$ cat src/irq_flag_pkg.sv
/*
 * Constants shared by the interrupt flag and enable logic: register
 * indices, byte addresses, field positions, reset values, bus answers.
 * Assumes a byte-addressed register bus where each register takes one
 * aligned 32-bit word at four times its index.
 */
package irq_flag_pkg;

   // ****************************************************************
   // register indices and byte addresses
   // ****************************************************************
   localparam int ADDR_W = 12;
   localparam logic [9:0] IDX_CONTROL_LO = 10'h00B;
   localparam logic [9:0] IDX_CONTROL_HI = 10'h08B;
   localparam logic [9:0] IDX_PERIPH_EN = 10'h08C;
   localparam logic [9:0] IDX_PERIPH_FLAG = 10'h00C;
   localparam logic [9:0] IDX_SOURCE_EN = 10'h040;
   localparam logic [9:0] IDX_IRQ_STATUS = 10'h041;
   localparam logic [9:0] IDX_IRQ_MASK = 10'h042;
   localparam logic [11:0] ADDR_CONTROL_LO = {IDX_CONTROL_LO, 2'b00};
   localparam logic [11:0] ADDR_CONTROL_HI = {IDX_CONTROL_HI, 2'b00};
   localparam logic [11:0] ADDR_PERIPH_EN = {IDX_PERIPH_EN, 2'b00};
   localparam logic [11:0] ADDR_PERIPH_FLAG = {IDX_PERIPH_FLAG, 2'b00};
   localparam logic [11:0] ADDR_SOURCE_EN = {IDX_SOURCE_EN, 2'b00};
   localparam logic [11:0] ADDR_IRQ_STATUS = {IDX_IRQ_STATUS, 2'b00};
   localparam logic [11:0] ADDR_IRQ_MASK = {IDX_IRQ_MASK, 2'b00};

   // ****************************************************************
   // field positions
   // ****************************************************************
   localparam int BIT_GLOBAL_EN = 7;
   localparam int BIT_EXT_FLAG = 1;
   localparam int BIT_PORT_FLAG = 0;
   localparam int BIT_CMP = 6;
   localparam int BIT_SRC_EXT = 0;
   localparam int BIT_SRC_PORT = 1;
   localparam int BIT_SRC_CMP = 2;
   localparam int NUM_SRC = 3;
   localparam int NUM_PORT_PINS = 4;
   localparam int NUM_WATCHED = 6;

   // ****************************************************************
   // reset values and bus answers
   // ****************************************************************
   localparam logic RST_BIT = 1'b0;
   localparam logic [NUM_SRC-1:0] RST_SRC = 3'h0;
   localparam logic [1:0] RESP_OKAY = 2'h0;
   localparam logic [1:0] RESP_SLVERR = 2'h2;

endpackage : irq_flag_pkg

$ cat src/interrupt_flag_enable_logic.sv
/*
 * Interrupt flag and enable logic with an AXI4-Lite register slave.
 * Three sources: external edge pin, upper four port pins, comparator.
 * Assumes all pin inputs are synchronous to clk and one AXI master
 * with at most one write and one read under way.
 */
// Our own choice: register access over AXI4-Lite.
`timescale 1ns/1ps
`default_nettype none

// Operation
// - a rising edge on the external pin sets a flag that stays until software clears it.
// - any change on the upper four port pins sets a sticky port flag.
// - the port flag stays zero while no upper port pin changes and no control write sets bit 0.
// - the control register answers at two addresses sharing one store.
// - bit 6 of the peripheral enable register enables the comparator.
// - the other peripheral enable bits read zero and ignore writes.
// - flags set on their event regardless of any enable.
// - bit 7 of the control register gates the request to the core, coreIrqReq; irq ignores it.
// - bit 6 of the peripheral flag register flags a comparator change.
module interrupt_flag_enable_logic
   import irq_flag_pkg::*;
(
   // clock and reset
   input wire logic clk,
   input wire logic rst,
   // axi4-lite write address
   input wire logic awvalid,
   output logic awready,
   input wire logic [irq_flag_pkg::ADDR_W-1:0] awaddr,
   // axi4-lite write data
   input wire logic wvalid,
   output logic wready,
   input wire logic [31:0] wdata,
   input wire logic [3:0] wstrb,
   // axi4-lite write response
   output logic bvalid,
   input wire logic bready,
   output logic [1:0] bresp,
   // axi4-lite read address
   input wire logic arvalid,
   output logic arready,
   input wire logic [irq_flag_pkg::ADDR_W-1:0] araddr,
   // axi4-lite read data
   output logic rvalid,
   input wire logic rready,
   output logic [31:0] rdata,
   output logic [1:0] rresp,
   // interrupt sources
   input wire logic extEdgePin,
   input wire logic [irq_flag_pkg::NUM_PORT_PINS-1:0] upperPortPins,
   input wire logic comparatorOut,
   // interrupt outputs
   output logic coreIrqReq,
   output logic irq
);
   import irq_flag_pkg::*;

   // ****************************************************************
   // state
   // ****************************************************************
   typedef struct packed {
      logic awreadyR;
      logic wreadyR;
      logic awHeld;
      logic wHeld;
      logic [ADDR_W-1:0] awAddr;
      logic [7:0] wByte;
      logic wLane0;
      logic bvalidR;
      logic [1:0] brespR;
      logic arreadyR;
      logic rvalidR;
      logic [31:0] rdataR;
      logic [1:0] rrespR;
      logic globalIrqEnable;
      logic extFlag;
      logic portFlag;
      logic extEnable;
      logic portEnable;
      logic comparatorIrqEnable;
      logic comparatorIrqFlag;
      logic [NUM_SRC-1:0] status;
      logic [NUM_SRC-1:0] mask;
      logic irqR;
      logic coreIrqR;
   } ctl_state_t;

   ctl_state_t s_reg;
   ctl_state_t s_next;
   // ****************************************************************
   // source event detection
   // ****************************************************************
   logic [NUM_WATCHED-1:0] watched;
   logic [NUM_WATCHED-1:0] changed;
   logic [NUM_WATCHED-1:0] rose;
   logic extEvent;
   logic portEvent;
   logic cmpEvent;

   // one detector for all watched pins keeps history in one place
   assign watched = {comparatorOut, extEdgePin, upperPortPins};

   change_detect #(
      .WIDTH(NUM_WATCHED)
   ) u_detect (
      .clk(clk),
      .rst(rst),
      .sense(watched),
      .changed(changed),
      .rose(rose)
   );

   // rising edge on the pin, any change on port or comparator
   assign extEvent = rose[NUM_PORT_PINS];
   assign portEvent = |changed[NUM_PORT_PINS-1:0];
   assign cmpEvent = changed[NUM_PORT_PINS+1];

   // ****************************************************************
   // bus decode helpers
   // ****************************************************************
   logic awTake;
   logic wTake;
   logic haveAw;
   logic haveW;
   logic doWrite;
   logic [ADDR_W-1:0] wrAddr;
   logic [7:0] wrByte;
   logic wrLane0;
   logic wrHit;
   logic arTake;
   logic rdHit;
   logic [31:0] rdWord;
   logic wrControl;
   logic wrPeriphEn;
   logic wrPeriphFlag;
   logic wrSourceEn;
   logic wrMask;
   logic rdStatus;

   // handshakes and merged write address/data from bus or holding
   assign awTake = awvalid & s_reg.awreadyR;
   assign wTake = wvalid & s_reg.wreadyR;
   assign haveAw = s_reg.awHeld | awTake;
   assign haveW = s_reg.wHeld | wTake;
   assign doWrite = haveAw & haveW & ~s_reg.bvalidR;
   assign wrAddr = s_reg.awHeld ? s_reg.awAddr : awaddr;
   assign wrByte = s_reg.wHeld ? s_reg.wByte : wdata[7:0];
   assign wrLane0 = s_reg.wHeld ? s_reg.wLane0 : wstrb[0];
   assign arTake = arvalid & s_reg.arreadyR;

   // write address decode; upper byte lanes hold nothing
   always_comb
   begin
      wrControl = 1'b0;
      wrPeriphEn = 1'b0;
      wrPeriphFlag = 1'b0;
      wrSourceEn = 1'b0;
      wrMask = 1'b0;
      wrHit = 1'b1;
      if (wrAddr == ADDR_CONTROL_LO || wrAddr == ADDR_CONTROL_HI)
      begin
         wrControl = doWrite & wrLane0;
      end
      else if (wrAddr == ADDR_PERIPH_EN)
      begin
         wrPeriphEn = doWrite & wrLane0;
      end
      else if (wrAddr == ADDR_PERIPH_FLAG)
      begin
         wrPeriphFlag = doWrite & wrLane0;
      end
      else if (wrAddr == ADDR_SOURCE_EN)
      begin
         wrSourceEn = doWrite & wrLane0;
      end
      else if (wrAddr == ADDR_IRQ_MASK)
      begin
         wrMask = doWrite & wrLane0;
      end
      else if (wrAddr == ADDR_IRQ_STATUS)
      begin
         wrHit = 1'b1; // read-only, write accepted and dropped
      end
      else
      begin
         wrHit = 1'b0;
      end
   end

   // read address decode; unimplemented bits stay zero
   always_comb
   begin
      rdWord = 32'h0;
      rdHit = 1'b1;
      rdStatus = 1'b0;
      if (araddr == ADDR_CONTROL_LO || araddr == ADDR_CONTROL_HI)
      begin
         rdWord[BIT_GLOBAL_EN] = s_reg.globalIrqEnable;
         rdWord[BIT_EXT_FLAG] = s_reg.extFlag;
         rdWord[BIT_PORT_FLAG] = s_reg.portFlag;
      end
      else if (araddr == ADDR_PERIPH_EN)
      begin
         rdWord[BIT_CMP] = s_reg.comparatorIrqEnable;
      end
      else if (araddr == ADDR_PERIPH_FLAG)
      begin
         rdWord[BIT_CMP] = s_reg.comparatorIrqFlag;
      end
      else if (araddr == ADDR_SOURCE_EN)
      begin
         rdWord[BIT_SRC_EXT] = s_reg.extEnable;
         rdWord[BIT_SRC_PORT] = s_reg.portEnable;
      end
      else if (araddr == ADDR_IRQ_STATUS)
      begin
         rdWord[NUM_SRC-1:0] = s_reg.status;
         rdStatus = arTake;
      end
      else if (araddr == ADDR_IRQ_MASK)
      begin
         rdWord[NUM_SRC-1:0] = s_reg.mask;
      end
      else
      begin
         rdHit = 1'b0;
      end
   end

   // ****************************************************************
   // next state
   // ****************************************************************
   logic [NUM_SRC-1:0] events;
   logic reqNext;

   // events of this cycle, then one next-state pass over every field
   assign events = {cmpEvent, portEvent, extEvent};
   always_comb
   begin
      s_next = s_reg;
      // write channel holding: keep whichever half arrived first
      if (awTake & ~doWrite)
      begin
         s_next.awHeld = 1'b1;
         s_next.awAddr = awaddr;
      end
      if (wTake & ~doWrite)
      begin
         s_next.wHeld = 1'b1;
         s_next.wByte = wdata[7:0];
         s_next.wLane0 = wstrb[0];
      end
      if (doWrite)
      begin
         s_next.awHeld = 1'b0;
         s_next.wHeld = 1'b0;
         s_next.bvalidR = 1'b1;
         s_next.brespR = wrHit ? RESP_OKAY : RESP_SLVERR;
      end
      else if (s_reg.bvalidR & bready)
      begin
         s_next.bvalidR = 1'b0;
      end
      // a new half is taken only while no response is waiting
      s_next.awreadyR = ~s_next.awHeld & ~s_next.bvalidR;
      s_next.wreadyR = ~s_next.wHeld & ~s_next.bvalidR;

      // read channel: answer one cycle after the address is taken
      if (arTake)
      begin
         s_next.rvalidR = 1'b1;
         s_next.rdataR = rdWord;
         s_next.rrespR = rdHit ? RESP_OKAY : RESP_SLVERR;
      end
      else if (s_reg.rvalidR & rready)
      begin
         s_next.rvalidR = 1'b0;
      end
      s_next.arreadyR = ~s_next.rvalidR;

      // software writes to enables, flags and mask; unimplemented bits dropped
      if (wrControl)
      begin
         s_next.globalIrqEnable = wrByte[BIT_GLOBAL_EN];
         s_next.extFlag = wrByte[BIT_EXT_FLAG];
         s_next.portFlag = wrByte[BIT_PORT_FLAG];
      end
      if (wrPeriphEn)
      begin
         s_next.comparatorIrqEnable = wrByte[BIT_CMP];
      end
      if (wrPeriphFlag)
      begin
         s_next.comparatorIrqFlag = wrByte[BIT_CMP];
      end
      if (wrSourceEn)
      begin
         s_next.extEnable = wrByte[BIT_SRC_EXT];
         s_next.portEnable = wrByte[BIT_SRC_PORT];
      end
      if (wrMask)
      begin
         s_next.mask = wrByte[NUM_SRC-1:0];
      end

      // events set flags after the write, so a set beats a clear
      if (extEvent)
      begin
         s_next.extFlag = 1'b1;
      end
      if (portEvent)
      begin
         s_next.portFlag = 1'b1;
      end
      if (cmpEvent)
      begin
         s_next.comparatorIrqFlag = 1'b1;
      end

      // status is cleared by its own read, again losing to a new event
      if (rdStatus)
      begin
         s_next.status = RST_SRC;
      end
      s_next.status = s_next.status | events;

      // request toward the core, gated by the global enable
      reqNext = (s_next.extFlag & s_next.extEnable)
         | (s_next.portFlag & s_next.portEnable)
         | (s_next.comparatorIrqFlag & s_next.comparatorIrqEnable);
      s_next.coreIrqR = s_next.globalIrqEnable & reqNext;
      s_next.irqR = |(s_next.status & s_next.mask);
   end

   // ****************************************************************
   // state register
   // ****************************************************************
   // reset gives constants only; every enable starts cleared
   always_ff @(posedge clk or posedge rst)
   begin
      if (rst)
      begin
         s_reg <= '0;
         s_reg.comparatorIrqEnable <= RST_BIT;
      end
      else
      begin
         s_reg <= s_next;
      end
   end

   // ****************************************************************
   // outputs, all straight from flops
   // ****************************************************************
   assign awready = s_reg.awreadyR;
   assign wready = s_reg.wreadyR;
   assign bvalid = s_reg.bvalidR;
   assign bresp = s_reg.brespR;
   assign arready = s_reg.arreadyR;
   assign rvalid = s_reg.rvalidR;
   assign rdata = s_reg.rdataR;
   assign rresp = s_reg.rrespR;
   assign coreIrqReq = s_reg.coreIrqR;
   assign irq = s_reg.irqR;

endmodule : interrupt_flag_enable_logic

`default_nettype wire

$ cat src/change_detect.sv
/*
 * Per-bit change and rising-edge detector for synchronous inputs.
 * Assumes inputs are already synchronous to clk; the first cycle after
 * reset only loads the history, so no change is reported for it.
 */
`timescale 1ns/1ps
`default_nettype none

module change_detect #(
   parameter int WIDTH = 6
) (
   // clock and reset
   input wire logic clk,
   input wire logic rst,
   // watched inputs
   input wire logic [WIDTH-1:0] sense,
   // per-bit one-cycle pulses
   output logic [WIDTH-1:0] changed,
   output logic [WIDTH-1:0] rose
);

   typedef struct packed {
      logic primed;
      logic [WIDTH-1:0] prev;
   } det_state_t;

   det_state_t det_reg;
   det_state_t det_next;

   // history follows the inputs every cycle
   always_comb
   begin
      det_next = det_reg;
      det_next.primed = 1'b1;
      det_next.prev = sense;
   end

   // reset to constants only; priming hides the unknown first sample
   always_ff @(posedge clk or posedge rst)
   begin
      if (rst)
      begin
         det_reg <= '0;
      end
      else
      begin
         det_reg <= det_next;
      end
   end

   // pulses valid only once history holds a real sample
   assign changed = det_reg.primed ? (sense ^ det_reg.prev) : '0;
   assign rose = det_reg.primed ? (sense & ~det_reg.prev) : '0;

endmodule : change_detect

`default_nettype wire

$ cat config.mk
export PLATFORM = sky130hd
export DESIGN_NAME = interrupt_flag_enable_logic
export DESIGN_NICKNAME = d
export VERILOG_FILES = /design/src/irq_flag_pkg.sv /design/src/interrupt_flag_enable_logic.sv /design/src/change_detect.sv
export SDC_FILE = /design/constraint.sdc
export NUM_CORES = 1
export LEC_CHECK = 0
export ABC_AREA = 1
export BUFFER_PORTS_ARGS = -buffer_cell sky130_fd_sc_hd__buf_2
export CELL_PAD_IN_SITES_DETAIL_PLACEMENT = 2
export CELL_PAD_IN_SITES_GLOBAL_PLACEMENT = 2
export CORE_ASPECT_RATIO = 1.75
export CORE_MARGIN = 3
export CORE_UTILIZATION = 29
export CTS_CLUSTER_SIZE = 16
export DETAILED_ROUTE_END_ITERATION = 12
export HOLD_SLACK_MARGIN = 0.15
export PLACE_DENSITY = 0.89
export SLEW_MARGIN = 25
export SYNTH_ARGS = -nofsm -noshare
export SYNTH_HDL_FRONTEND = slang
export SYNTH_SLANG_ARGS = --single-unit
$ cat constraint.sdc
create_clock -name clk -period 5.4 [get_ports clk]
set_clock_uncertainty 0.2 [all_clocks]
set_input_delay 0.81 -clock clk [delete_from_list [all_inputs] [get_ports clk]]
set_output_delay 0.81 -clock clk [all_outputs]
set_load 0.01 [all_outputs]
======== Word level (Yosys, flattened, before mapping) ========
Index checks and enable logic that the tools add are counted.
Widths: inputs -> output; s select.
operators by class
  equality and inequality tests ........... 14
  bitwise gates (word level) .............. 31
  reduce and logical (&&, ||, !) cells .... 4
  mux-type cells .......................... 67
operator list
  cell                  number
  $eq 12x9->1 const B   6
  $mux 1                50
  $eq 12x10->1 const B  4
  $eq 12x6->1 const B   4
  $mux 3                7
  $and 1x1->1           16
  $mux 12               1
  $mux 2                6
  $mux 8                1
  $mux 6                1
  $not 1->1             6
  $xor 6x6->6           1
  $and 5x5->5           1
  $mux 5                1
  $not 5->5             1
  $or 1x1->1            4
  $reduce_or 4->1       1
  $and 3x3->3           1
  $or 3x3->3            1
  $reduce_or 3->1       1
  $logic_or 1x1->1      2
word-level totals
  bits in registers ....................... 59
  logic and storage cells ................. 142

======== Longest topological paths before layout ========
Gate-level depths: netlist of the first run.
  depth after elaboration ................. 14
  mapped depth ............................ 13
  gate-level depth less buffers ........... 13

======== By module ========
From an unflattened synthesis of the first run, not the netlist that was laid out.
unflattened totals
  cell total of the unflattened synthesis .. 396
  area total of the unflattened synthesis .. 3046.7 um2
modules (own cells, without submodules)
  module                       instances  cells an instance  seq. area each (um2)  area an instance (um2)
  interrupt_flag_enable_logic  1          356                1176.1                2695.1
  change_detect                1          40                 175.2                 351.6

======== Least setup slack after synthesis of the first run ========
No wires, ideal clock.
  kind .................................... input-to-reg
  start ................................... input wvalid
  end ..................................... register s_reg (netlist bit coreIrqReq)
  setup time .............................. 113 ps
  stages on the path ...................... 11
  arrival ................................. 1722 ps
  required time ........................... 5087 ps
  slack ................................... 3365 ps
  cell sequence ........................... nand2_1 > nand2_1 > nand3_4 > nor2_4 > nand3_2 > nand2_1 > nand3_1 > nand2_1 > nand3_1 > nand2_1 > inv_1
RTL lines
  element               RTL line                            source
  from (decl)           interrupt_flag_enable_logic.sv:32   input wire logic wvalid,
  to (signal assigned)  interrupt_flag_enable_logic.sv:349  s_reg <= s_next;
  to (decl)             interrupt_flag_enable_logic.sv:89   ctl_state_t s_reg;

==> results of run 1 <==
[critical path, cell delays in order, from the launching register on]
cell	delay [ps]
dfrtp_1	660
inv_2	180
nand2_1	130
nand2_2	80
nor2_2	160
nand2_1	100
nor2_2	180
nand3_1	160
nand2_1	100
nand2_1	80
nand2_1	90
nand3_1	90
nand2_1	60
inv_1	30
[through the flow]
step,instance area (sq um),instances,hold WS (ps),setup slack [ps]
2_1_floorplan,3093,401,247.9,3075
3_3_place_gp,3237,542,250.3,2861
3_5_place_dp,3237,542,257.8,2791
4_1_cts,3398,550,267.9,2943
5_1_grt,3398,550,304.1,2695
6_report,3398,550,264.0,2985
[per-layer routing]
| layer | up-vias | global-route usage (%) | share of wire (%) |
|---|---|---|---|
| li1 | 1212 | - | - |
| met3 | 10 | 2.574 | 4.3 |
| met1 | 1246 | 13.71 | 32 |
| met4 | 0 | 5.254 | 1.9 |
| met2 | 57 | 31.94 | 62 |
| met5 | - | 0 | 0 |
[report_power, final]
part,leakage [nW],switching (W),internal (W)
clock network,0.0801,0.000150,0.000198
logic,1.09,0.000315,0.000145
registers,0.646,0.0000753,0.000501
[kinds of logic after synthesis]
logic type	Yosys count	share of synthesized area (%)
AO/OA/AOI/OAI	50	9.380
XOR/XNOR	5	1.466
buffers and inverters	98	17.21
flip-flops	54	45.23
multiplexers	3	1.089
other	2	0.2513
AND/OR/NAND/NOR	161	25.38
[final cells by class]
| class | count | area, sq um | share of cell area [%] |
|---|---|---|---|
| Sequential cell | 54 | 1351 | 39.76 |
| Clock inverter | 1 | 8.758 | 0.2577 |
| Clock buffer | 7 | 152.6 | 4.492 |
| Timing Repair Buffer | 57 | 287.8 | 8.468 |
| Multi-Input combinational cell | 249 | 1227 | 36.12 |
| Tap cell | 125 | 156.4 | 4.602 |
| Inverter | 57 | 214.0 | 6.296 |
[final timing paths]
kind	to	cells past startpoint	slack [ps]	from
max	coreIrqReq	13	2980	s_reg[76]
min	arready	1	260	rvalid
max reg2reg	coreIrqReq	13	2980	s_reg[76]
min reg2reg	arready	1	260	rvalid
max in group asynchronous	bresp[1]	3	4020	rst
min in group asynchronous	u_detect.det_reg[2]	3	490	rst
[cells in the final DEF (no fill, tap or decap), types with 2 or more instances in the layout]
cell,Yosys,final
nand3_2,5,5
xor2_1,2,2
o22ai_1,3,3
conb_1,2,30
nand2_1,81,81
buf_2,0,56
nor2_4,3,3
a21oi_1,7,7
dfrtp_1,54,54
inv_2,2,3
nor2_2,4,4
nand2_2,8,8
xnor2_1,3,3
nand3_1,18,18
o31ai_1,3,3
nor2_1,27,27
o21ai_2,3,3
clkbuf_16,0,5
o21ai_0,32,32
nor3_1,2,2
clkbuf_8,0,2
mux2_2,2,2
nand4_1,10,10
inv_1,55,54
==> flow_summary.json, run 1 <==
{
  "grt-ovfl-total": 0,
  "clockBufferDepth": 2,
  "insertion_delay_ps": 300,
  "final_layout_size_suffix_gt1_share_pct": 22.12,
  "endpoint_kind": "flop",
  "netlist_top_cells_count": "nand2_1 (81), inv_1 (55), dfrtp_1 (54), buf_4 (37), o21ai_0 (32)",
  "post_cts_buffers": 0,
  "grt_setup_unrepaired": "no",
  "ys.flop_type": "dfrtp_1",
  "largest_register_ffs": 33,
  "p_leak_nw": 1.812,
  "antenna_found_initial": 0,
  "fillers": 1223,
  "ctsHtreeMaxLevel": 2,
  "cts_resized": 0,
  "max_cap_viol_count": 0,
  "synth.most_common_cell": "nand2_1",
  "relSlewSlack_pct": 47.73,
  "cts.sinks": 54,
  "post-route-drc-count": 0,
  "finalCriticalPeriod_ps": 2415,
  "rows": 48,
  "cts.clk_slew.worst_paths_ps": 70,
  "grt_max_degree": 55,
  "final.setup.tns_ps": 0,
  "crit_type": "reg2reg",
  "start_util_pct": 29.97,
  "fp.dieH_um": 140.3,
  "nets": 497,
  "power_density_nw_per_um2": 407.4,
  "max_freq_ghz": 0.4140,
  "p_total_w": 0.001385,
  "wl_per_cell_um": 14.94,
  "initialDrtViolationCount": 102,
  "clk_root_buffer_cell": "clkbuf_16",
  "final_core_util_pct": 34.09,
  "grt_pass1_wl_mm": 13.57,
  "yosys.area.top_type": "dfrtp_1",
  "grt_usage_pct": 15.40,
  "gp_congestion": 0.7785,
  "min_period_over_period_pct": 44.73,
  "die_w_um": 82.73,
  "setup_viol": 0,
  "syn_avg_cell_area_sq_um": 8.010,
  "syn_inst": 373,
  "start_kind": "flop",
  "synth.area.top_cells": "dfrtp_1 (45%), nand2_1 (10%), buf_4 (9.3%), inv_1 (6.9%), o21ai_0 (5.4%)",
  "hpwlAfterDp_mm": 6.450,
  "port_buffers": 56,
  "syn-cell-area_sq_um": 2988,
  "die-area_sq_um": 11610,
  "core_sq_um": 9970,
  "cts_tree": "built",
  "worstPathArrival_ps": 2410,
  "status": "finished clean",
  "cts_hold_buf": 0,
  "worstPathRequired_ps": 5400,
  "synth_seq_cells": 54,
  "dr.pass1.iters": 4,
  "wirelength_mm": 8.217,
  "numCtsBuffers": 5,
  "ir_worst_vdd_v": 0.0001389,
  "worst_slew_pin_slew_ps": 781.9,
  "vias": 2525,
  "slew_violations": 0,
  "hold_class": "reg2reg",
  "syn_to_final_growth_pct": 13.74,
  "synthArstFlopShare_pct": 100.0,
  "grt_pass1_vias": 2783,
  "hold_violations": 0,
  "diodes": 0,
  "ios": 116,
  "ys_warn_count": 0,
  "ys_types": 30,
  "synth_top_area_share_pct": 45.23,
  "synth-edff-count": 0,
  "ant_nets": 0,
  "drt-vias-per-instance": 4.591,
  "seq_area_frac_synth_pct": 45.23,
  "critPathMaxFanout": 13
}
No activity file was read; power rests on OpenSTA's default activity.
==> inputs of run 2 (changes only) <==
--- a/config.mk
+++ b/config.mk
@@ -5,17 +5,17 @@
 export SDC_FILE = /design/constraint.sdc
 export NUM_CORES = 1
 export LEC_CHECK = 0
-export ABC_AREA = 1
+export ABC_AREA = 0
 export BUFFER_PORTS_ARGS = -buffer_cell sky130_fd_sc_hd__buf_2
 export CELL_PAD_IN_SITES_DETAIL_PLACEMENT = 2
 export CELL_PAD_IN_SITES_GLOBAL_PLACEMENT = 2
 export CORE_ASPECT_RATIO = 1.75
 export CORE_MARGIN = 3
-export CORE_UTILIZATION = 29
+export CORE_UTILIZATION = 26
 export CTS_CLUSTER_SIZE = 16
 export DETAILED_ROUTE_END_ITERATION = 12
 export HOLD_SLACK_MARGIN = 0.15
-export PLACE_DENSITY = 0.89
+export PLACE_DENSITY = 0.8
 export SLEW_MARGIN = 25
 export SYNTH_ARGS = -nofsm -noshare
 export SYNTH_HDL_FRONTEND = slang
==> constraint.sdc (replaced) <==
create_clock -name clk -period 2.1 [get_ports clk]
set_clock_uncertainty 0.2 [all_clocks]
set_input_delay 0.315 -clock clk [delete_from_list [all_inputs] [get_ports clk]]
set_output_delay 0.315 -clock clk [all_outputs]
set_load 0.01 [all_outputs]
==> run 2 against run 1 <==
Against the previous run:
- the flow now finishes with violations (negative setup slack)
- wire length increased by 6.4%
- first-iteration DRC count decreased by 42%
- count of clock-buffer cells in the layout decreased by 2
- via count decreased by 8.4%
- largest power group unchanged
- fmax decreased by 12%
- largest cell class unchanged
- core utilization increased by 3.8 points
- combinational power increased to 3.2 times the previous value
- highest routed layer unchanged
- cell area increased by 15%
==> flow_summary.json, run 2 <==
{
  "status": "finished, violations left",
  "violations": "negative setup slack",
  "ctsHtreeMaxLevel": 2,
  "ios": 116,
  "max_freq_ghz": 0.3652,
  "slew_violations": 0,
  "clockBufferDepth": 2,
  "syn-cell-area_sq_um": 2790,
  "power_density_nw_per_um2": 969.9,
  "worstPathRequired_ps": 2080,
  "max_stage_delay_ps": 560,
  "netlist_top_cells_count": "dfrtp_1 (54), buf_4 (38), mux2_2 (27), nand2_1 (18), nor2_1 (14)",
  "worst_slew_pin_slew_ps": 693.7,
  "synth.area.top_cells": "dfrtp_1 (48%), mux2_2 (11%), buf_4 (10%), mux2i_1 (2.9%), nand2_1 (2.4%)",
  "die_w_um": 84.31,
  "layout_common_cells": "buf_2 (56), dfrtp_1 (53), buf_4 (42), conb_1 (30)",
  "final_common_cell": "buf_2",
  "synth_seq_cells": 54,
  "max_cap_viol_count": 0,
  "finalCriticalPeriod_ps": 2739,
  "start_kind": "flop",
  "grt_max_degree": 21,
  "syn_avg_cell_area_sq_um": 11.12,
  "fin_area_sq_um": 3921,
  "synth.most_common_cell": "dfrtp_1",
  "relSlewSlack_pct": 53.75,
  "cts.sinks": 54,
  "initialDrtViolationCount": 59,
  "hold_violations": 0,
  "instances_no_fill": 500,
  "fin_ws_ps": -638.6,
  "grt-ovfl-total": 0,
  "fp.dieH_um": 143.0,
  "rows": 49,
  "grt_pass1_vias": 2639,
  "critPathMostFrequentCell": "mux2i_1",
  "final.setup.tns_ps": -2246,
  "final_layout_size_suffix_gt1_share_pct": 43.16,
  "place_area_sq_um": 3382,
  "die-area_sq_um": 12060,
  "synthArstFlopShare_pct": 100.0,
  "p_leak_nw": 1.847,
  "grt_pass1_wl_mm": 14.03,
  "core_sq_um": 10360,
  "cts_tree": "built",
  "worstPathArrival_ps": 2720,
  "synth-edff-count": 0,
  "insertion_delay_ps": 300,
  "port_buffers": 56,
  "vias": 2312,
  "largest_register_ffs": 33,
  "seq_area_frac_synth_pct": 48.43,
  "placedCellCount": 461,
  "crit_family": "compound AO/OA/AOI/OAI gates",
  "grt_usage_pct": 14.93,
  "ir_worst_vdd_v": 0.0006856,
  "critPathSlowestCell": "or4_4",
  "p_total_w": 0.003803,
  "nets": 445,
  "wirelength_mm": 8.739,
  "dr.pass1.iters": 5,
  "critical_path_buf_inv_count": 0,
  "start_util_pct": 26.93,
  "diodes": 0,
  "critPathMaxFanout": 4,
  "yosys.area.top_type": "dfrtp_1",
  "cts.clk_slew.worst_paths_ps": 70,
  "wl_per_cell_um": 17.48,
  "drt-vias-per-instance": 4.624,
  "syn_to_final_growth_pct": 40.54,
  "setup_viol": 12,
  "grt_setup_unrepaired": "yes",
  "ys.flop_type": "dfrtp_1",
  "endpoint_kind": "flop",
  "min_period_over_period_pct": 130.4,
  "syn_inst": 251,
  "synth_top_area_share_pct": 48.43,
  "antenna_found_initial": 0,
  "hold_class": "in2reg",
  "ant_nets": 0,
  "numCtsBuffers": 5,
  "clk_root_buffer_cell": "clkbuf_16",
  "ys_types": 47,
  "crit_type": "reg2reg",
  "ys_warn_count": 0,
  "path_cells": "mux2i_1 > or4_4 > a2111oi_4 > mux2i_1 > nand2_1 > a222oi_1 > nor2_1",
  "post-route-drc-count": 0,
  "gp_congestion": 0.8125,
  "hpwlAfterDp_mm": 6.401,
  "whs_ps": 174.1
}
-- run 2: cell types whose count changed after synthesis, moves of 5 or more --
| cell | delta |
|---|---|
| nand2_1 | -63 |
| inv_1 | -49 |
| o21ai_0 | -26 |
| mux2_2 | +25 |
| nand3_1 | -15 |
| nor2_1 | -13 |
| nand2_2 | -8 |
| mux2i_1 | +7 |
| nand4_1 | -7 |
| nand3_2 | -5 |
-- run 2: cell type report --
class | count | area, sq um
clock inverters | 3 | 21.27
fillers | 1147 | 6440
inverters | 6 | 22.52
well taps | 127 | 158.9
multi-input cells | 177 | 1321
flip-flops and latches | 54 | 1353
repair buffers | 128 | 919.6
clock buffers | 5 | 125.1
-- run 2: metal layers --
| metal | track usage, % | vias to the layer above | share of wire [%] |
|---|---|---|---|
| met5 | 0 | - | 0 |
| met4 | 5.000 | 0 | 2.2 |
| met3 | 2.771 | 10 | 4.5 |
| met2 | 30.77 | 71 | 61 |
| met1 | 14.35 | 1161 | 33 |
| li1 | - | 1070 | - |
-- run 2: kinds of logic (layout without fill, tap and decap cells) --
logic type | Yosys count | after routing | synth area share [%]
and+or+nand+nor | 65 | 65 | 13.14
DFF | 54 | 54 | 48.43
muxes | 36 | 36 | 14.30
buffers and inverters | 48 | 142 | 11.61
AOI/OAI and AO/OA | 41 | 41 | 10.67
xor gates and xnor gates | 5 | 5 | 1.569
other | 2 | 30 | 0.2692
-- run 2: per-stage QoR --
stage	utilization [%]	setup slack, ps
floorplan	-	-305.5
global placement	32.64	-560.7
detailed placement	32.64	-591.6
CTS	37.44	-463.0
global route	37.85	-790.0
finish	37.85	-638.6
-- run 2: where the power goes --
part           switching [W]  total [W]  internal, W
registers           0.000202    0.00150      0.00130
logic               0.000687    0.00147     0.000783
clock network       0.000391   0.000833     0.000442
-- run 2: worst register-to-register path, delay by kind of cell (launching register included) --
kind | cells | cell delay, ps
DFF | 1 | 410
AOI/OAI and AO/OA | 2 | 840
and+or+nand+nor | 3 | 740
muxes | 2 | 420
-- run 2: final timing paths --
| check | startpoint | end | slack (ps) | depth (start not counted) |
|---|---|---|---|---|
| worst max-delay path | s_reg[75] | coreIrqReq | -640 | 7 |
| worst min-delay path | awaddr[9] | s_reg[72] | 170 | 3 |
| worst max register to register | s_reg[75] | coreIrqReq | -640 | 7 |
| worst min register to register | rdata[2] | rdata[2] | 280 | 2 |
| max in group asynchronous | rst | s_reg[68] | 830 | 4 |
| min in group asynchronous | rst | u_detect.det_reg[2] | 340 | 3 |
-- run 2: timing repair --
action,4_1_cts,5_1_grt
hold buffers,25,0
pin swaps,6,4
resized for setup,14,7
hold endpoints to repair,66,0
buffers inserted,5,2
endpoints found under the setup margin,11,13
==> inputs of run 3 (changes only) <==
--- a/config.mk
+++ b/config.mk
@@ -11,12 +11,14 @@
 export CELL_PAD_IN_SITES_GLOBAL_PLACEMENT = 2
 export CORE_ASPECT_RATIO = 1.75
 export CORE_MARGIN = 3
-export CORE_UTILIZATION = 26
+export CORE_UTILIZATION = 27
 export CTS_CLUSTER_SIZE = 16
 export DETAILED_ROUTE_END_ITERATION = 12
+export GPL_ROUTABILITY_DRIVEN = 0
 export HOLD_SLACK_MARGIN = 0.15
-export PLACE_DENSITY = 0.8
+export PLACE_DENSITY = 0.81
 export SLEW_MARGIN = 25
 export SYNTH_ARGS = -nofsm -noshare
 export SYNTH_HDL_FRONTEND = slang
+export SYNTH_HIERARCHICAL = 1
 export SYNTH_SLANG_ARGS = --single-unit
==> run 3 against run 2 <==
Against the previous run:
- the run still ends with negative setup slack left
- combinational power about the same
- non-clock buffer count increased by 1
- cell area rose by 4.5%
- die area is 2.7% higher
- setup slack improved by 310 ps
- sequential power about the same
- critical endpoint unchanged
- highest routed layer unchanged
==> flow_summary.json, run 3 <==
{
  "final_common_cell": "buf_2",
  "ios": 116,
  "grt-ovfl-total": 0,
  "grt_pass1_vias": 2853,
  "slew_violations": 0,
  "status": "finished, violations left",
  "violations": "negative setup slack",
  "syn_to_final_growth_pct": 37.51,
  "drt-vias-per-instance": 4.623,
  "p_switching_w": 0.001221,
  "clockBufferDepth": 2,
  "hold_class": "in2reg",
  "crit_type": "reg2reg",
  "ant_nets": 0,
  "placedCellCount": 484,
  "insertion_delay_ps": 290,
  "ir_worst_vdd_v": 0.0005186,
  "dr.pass1.iters": 3,
  "initialDrtViolationCount": 71,
  "fp.dieH_um": 145.0,
  "rows": 50,
  "worstPathArrival_ps": 2400,
  "final_layout_size_suffix_gt1_share_pct": 44.13,
  "grt_pass1_wl_mm": 14.64,
  "hold_violations": 0,
  "fin_ws_ps": -331.1,
  "numCtsBuffers": 5,
  "die-area_sq_um": 12380,
  "endpoint_kind": "flop",
  "fin_area_sq_um": 4096,
  "worstPathRequired_ps": 2070,
  "largest_register_ffs": 33,
  "power.internal_w": 0.002624,
  "max_cap_viol_count": 0,
  "wl_per_cell_um": 17.42,
  "p_leak_nw": 1.982,
  "finalCriticalPeriod_ps": 2431,
  "syn_inst": 269,
  "start_kind": "flop",
  "post-route-drc-count": 0,
  "clk_root_buffer_cell": "clkbuf_16",
  "antenna_found_initial": 0,
  "max_freq_ghz": 0.4113,
  "critPathMaxFanout": 9,
  "port_buffers": 56,
  "grt_setup_unrepaired": "yes",
  "instances_no_fill": 522,
  "ys_warn_count": 6,
  "comb_power_share_pct": 37.5,
  "power_density_nw_per_um2": 938.7,
  "hpwlAfterDp_mm": 6.859,
  "start_util_pct": 27.69,
  "p_sw_share_pct": 31.76,
  "clkPwrFrac_pct": 24.3,
  "place_area_sq_um": 3572,
  "diodes": 0,
  "cts.sinks": 54,
  "nets": 470,
  "min_period_over_period_pct": 115.8,
  "wirelength_mm": 9.093,
  "core_sq_um": 10760,
  "setup_viol": 9,
  "layout_common_cells": "buf_2 (56), dfrtp_1 (53), buf_4 (47), conb_1 (30), mux2_2 (27)",
  "p_total_w": 0.003845,
  "vias": 2413,
  "syn_avg_cell_area_sq_um": 11.07,
  "grt_max_degree": 21,
  "grt_usage_pct": 15.07,
  "seqPwrFrac_pct": 38.3,
  "die_w_um": 85.41,
  "cts.clk_slew.worst_paths_ps": 70,
  "cts_tree": "built",
  "syn-cell-area_sq_um": 2979,
  "ctsHtreeMaxLevel": 2
}
==> run 3: critical path, cell delays in order, from the launching register on <==
cell	delay, ps
dfrtp_2	460
or4_4	440
o22ai_4	270
nand4_1	200
or4b_4	570
nand3_2	100
a31oi_1	70
==> run 3: power groups by stage <==
stage                     Combinational, W  Sequential [W]  Clock (W)
final                              0.00144         0.00147   0.000934
after global routing               0.00157         0.00151    0.00102
after CTS                          0.00142         0.00147   0.000960
after global placement             0.00125         0.00145          0
after detailed placement           0.00132         0.00148          0
after floorplan                   0.000790         0.00145          0
==> run 3: layout make-up <==
| type | count | area [sq um] |
|---|---|---|
| Multi-Input combinational cell | 188 | 1471 |
| Tap cell | 130 | 162.7 |
| Sequential cell | 54 | 1353 |
| Clock inverter | 3 | 40.04 |
| Fill cell | 1177 | 6664 |
| Timing Repair Buffer | 129 | 895.9 |
| Inverter | 13 | 48.80 |
| Clock buffer | 5 | 125.1 |
==> run 3: routing by layer <==
| layer | track usage (%) | part of all wire, % | vias to the layer above | wire, um |
|---|---|---|---|---|
| met5 | 0 | 0 | - | 0 |
| met4 | 7.211 | 3.9 | 0 | 357 |
| met3 | 2.273 | 3.9 | 24 | 354 |
| met2 | 29.63 | 60 | 75 | 5443 |
| met1 | 14.55 | 32 | 1197 | 2937 |
| li1 | - | - | 1117 | - |
==> run 3: stage by stage <==
step                      utilization (%)  worst slack, ps  TNS, ps  hold WS, ps
final                               38.07           -331.1    -1614        167.6
after global routing                38.07           -465.1    -2496        184.7
after CTS                           37.52           -310.6    -1579        80.09
after detailed placement            33.20           -394.9    -2967        86.62
after global placement              33.20           -358.1    -1857        79.08
after floorplan                         -           -186.7   -704.2       -81.60
==> run 3: final timing paths <==
path	slack (ps)	start	to	cells past startpoint
setup / recovery	-330	s_reg[76]	coreIrqReq	6
hold / removal	170	awaddr[2]	s_reg[65]	3
setup reg to reg	-330	s_reg[76]	coreIrqReq	6
min in group asynchronous	320	rst	u_detect/det_reg[2]	3
max in group asynchronous	730	rst	s_reg[76]	4
hold reg to reg	280	rdata[2]	rdata[2]	2
==> run 3: timing repair <==
action	CTS	global route
setup buffers	5	1
hold endpoints to repair	50	1
setup endpoints to repair	16	18
cloned	0	0
hold buffers	23	1
pin swaps	2	2
gates resized for setup	10	10
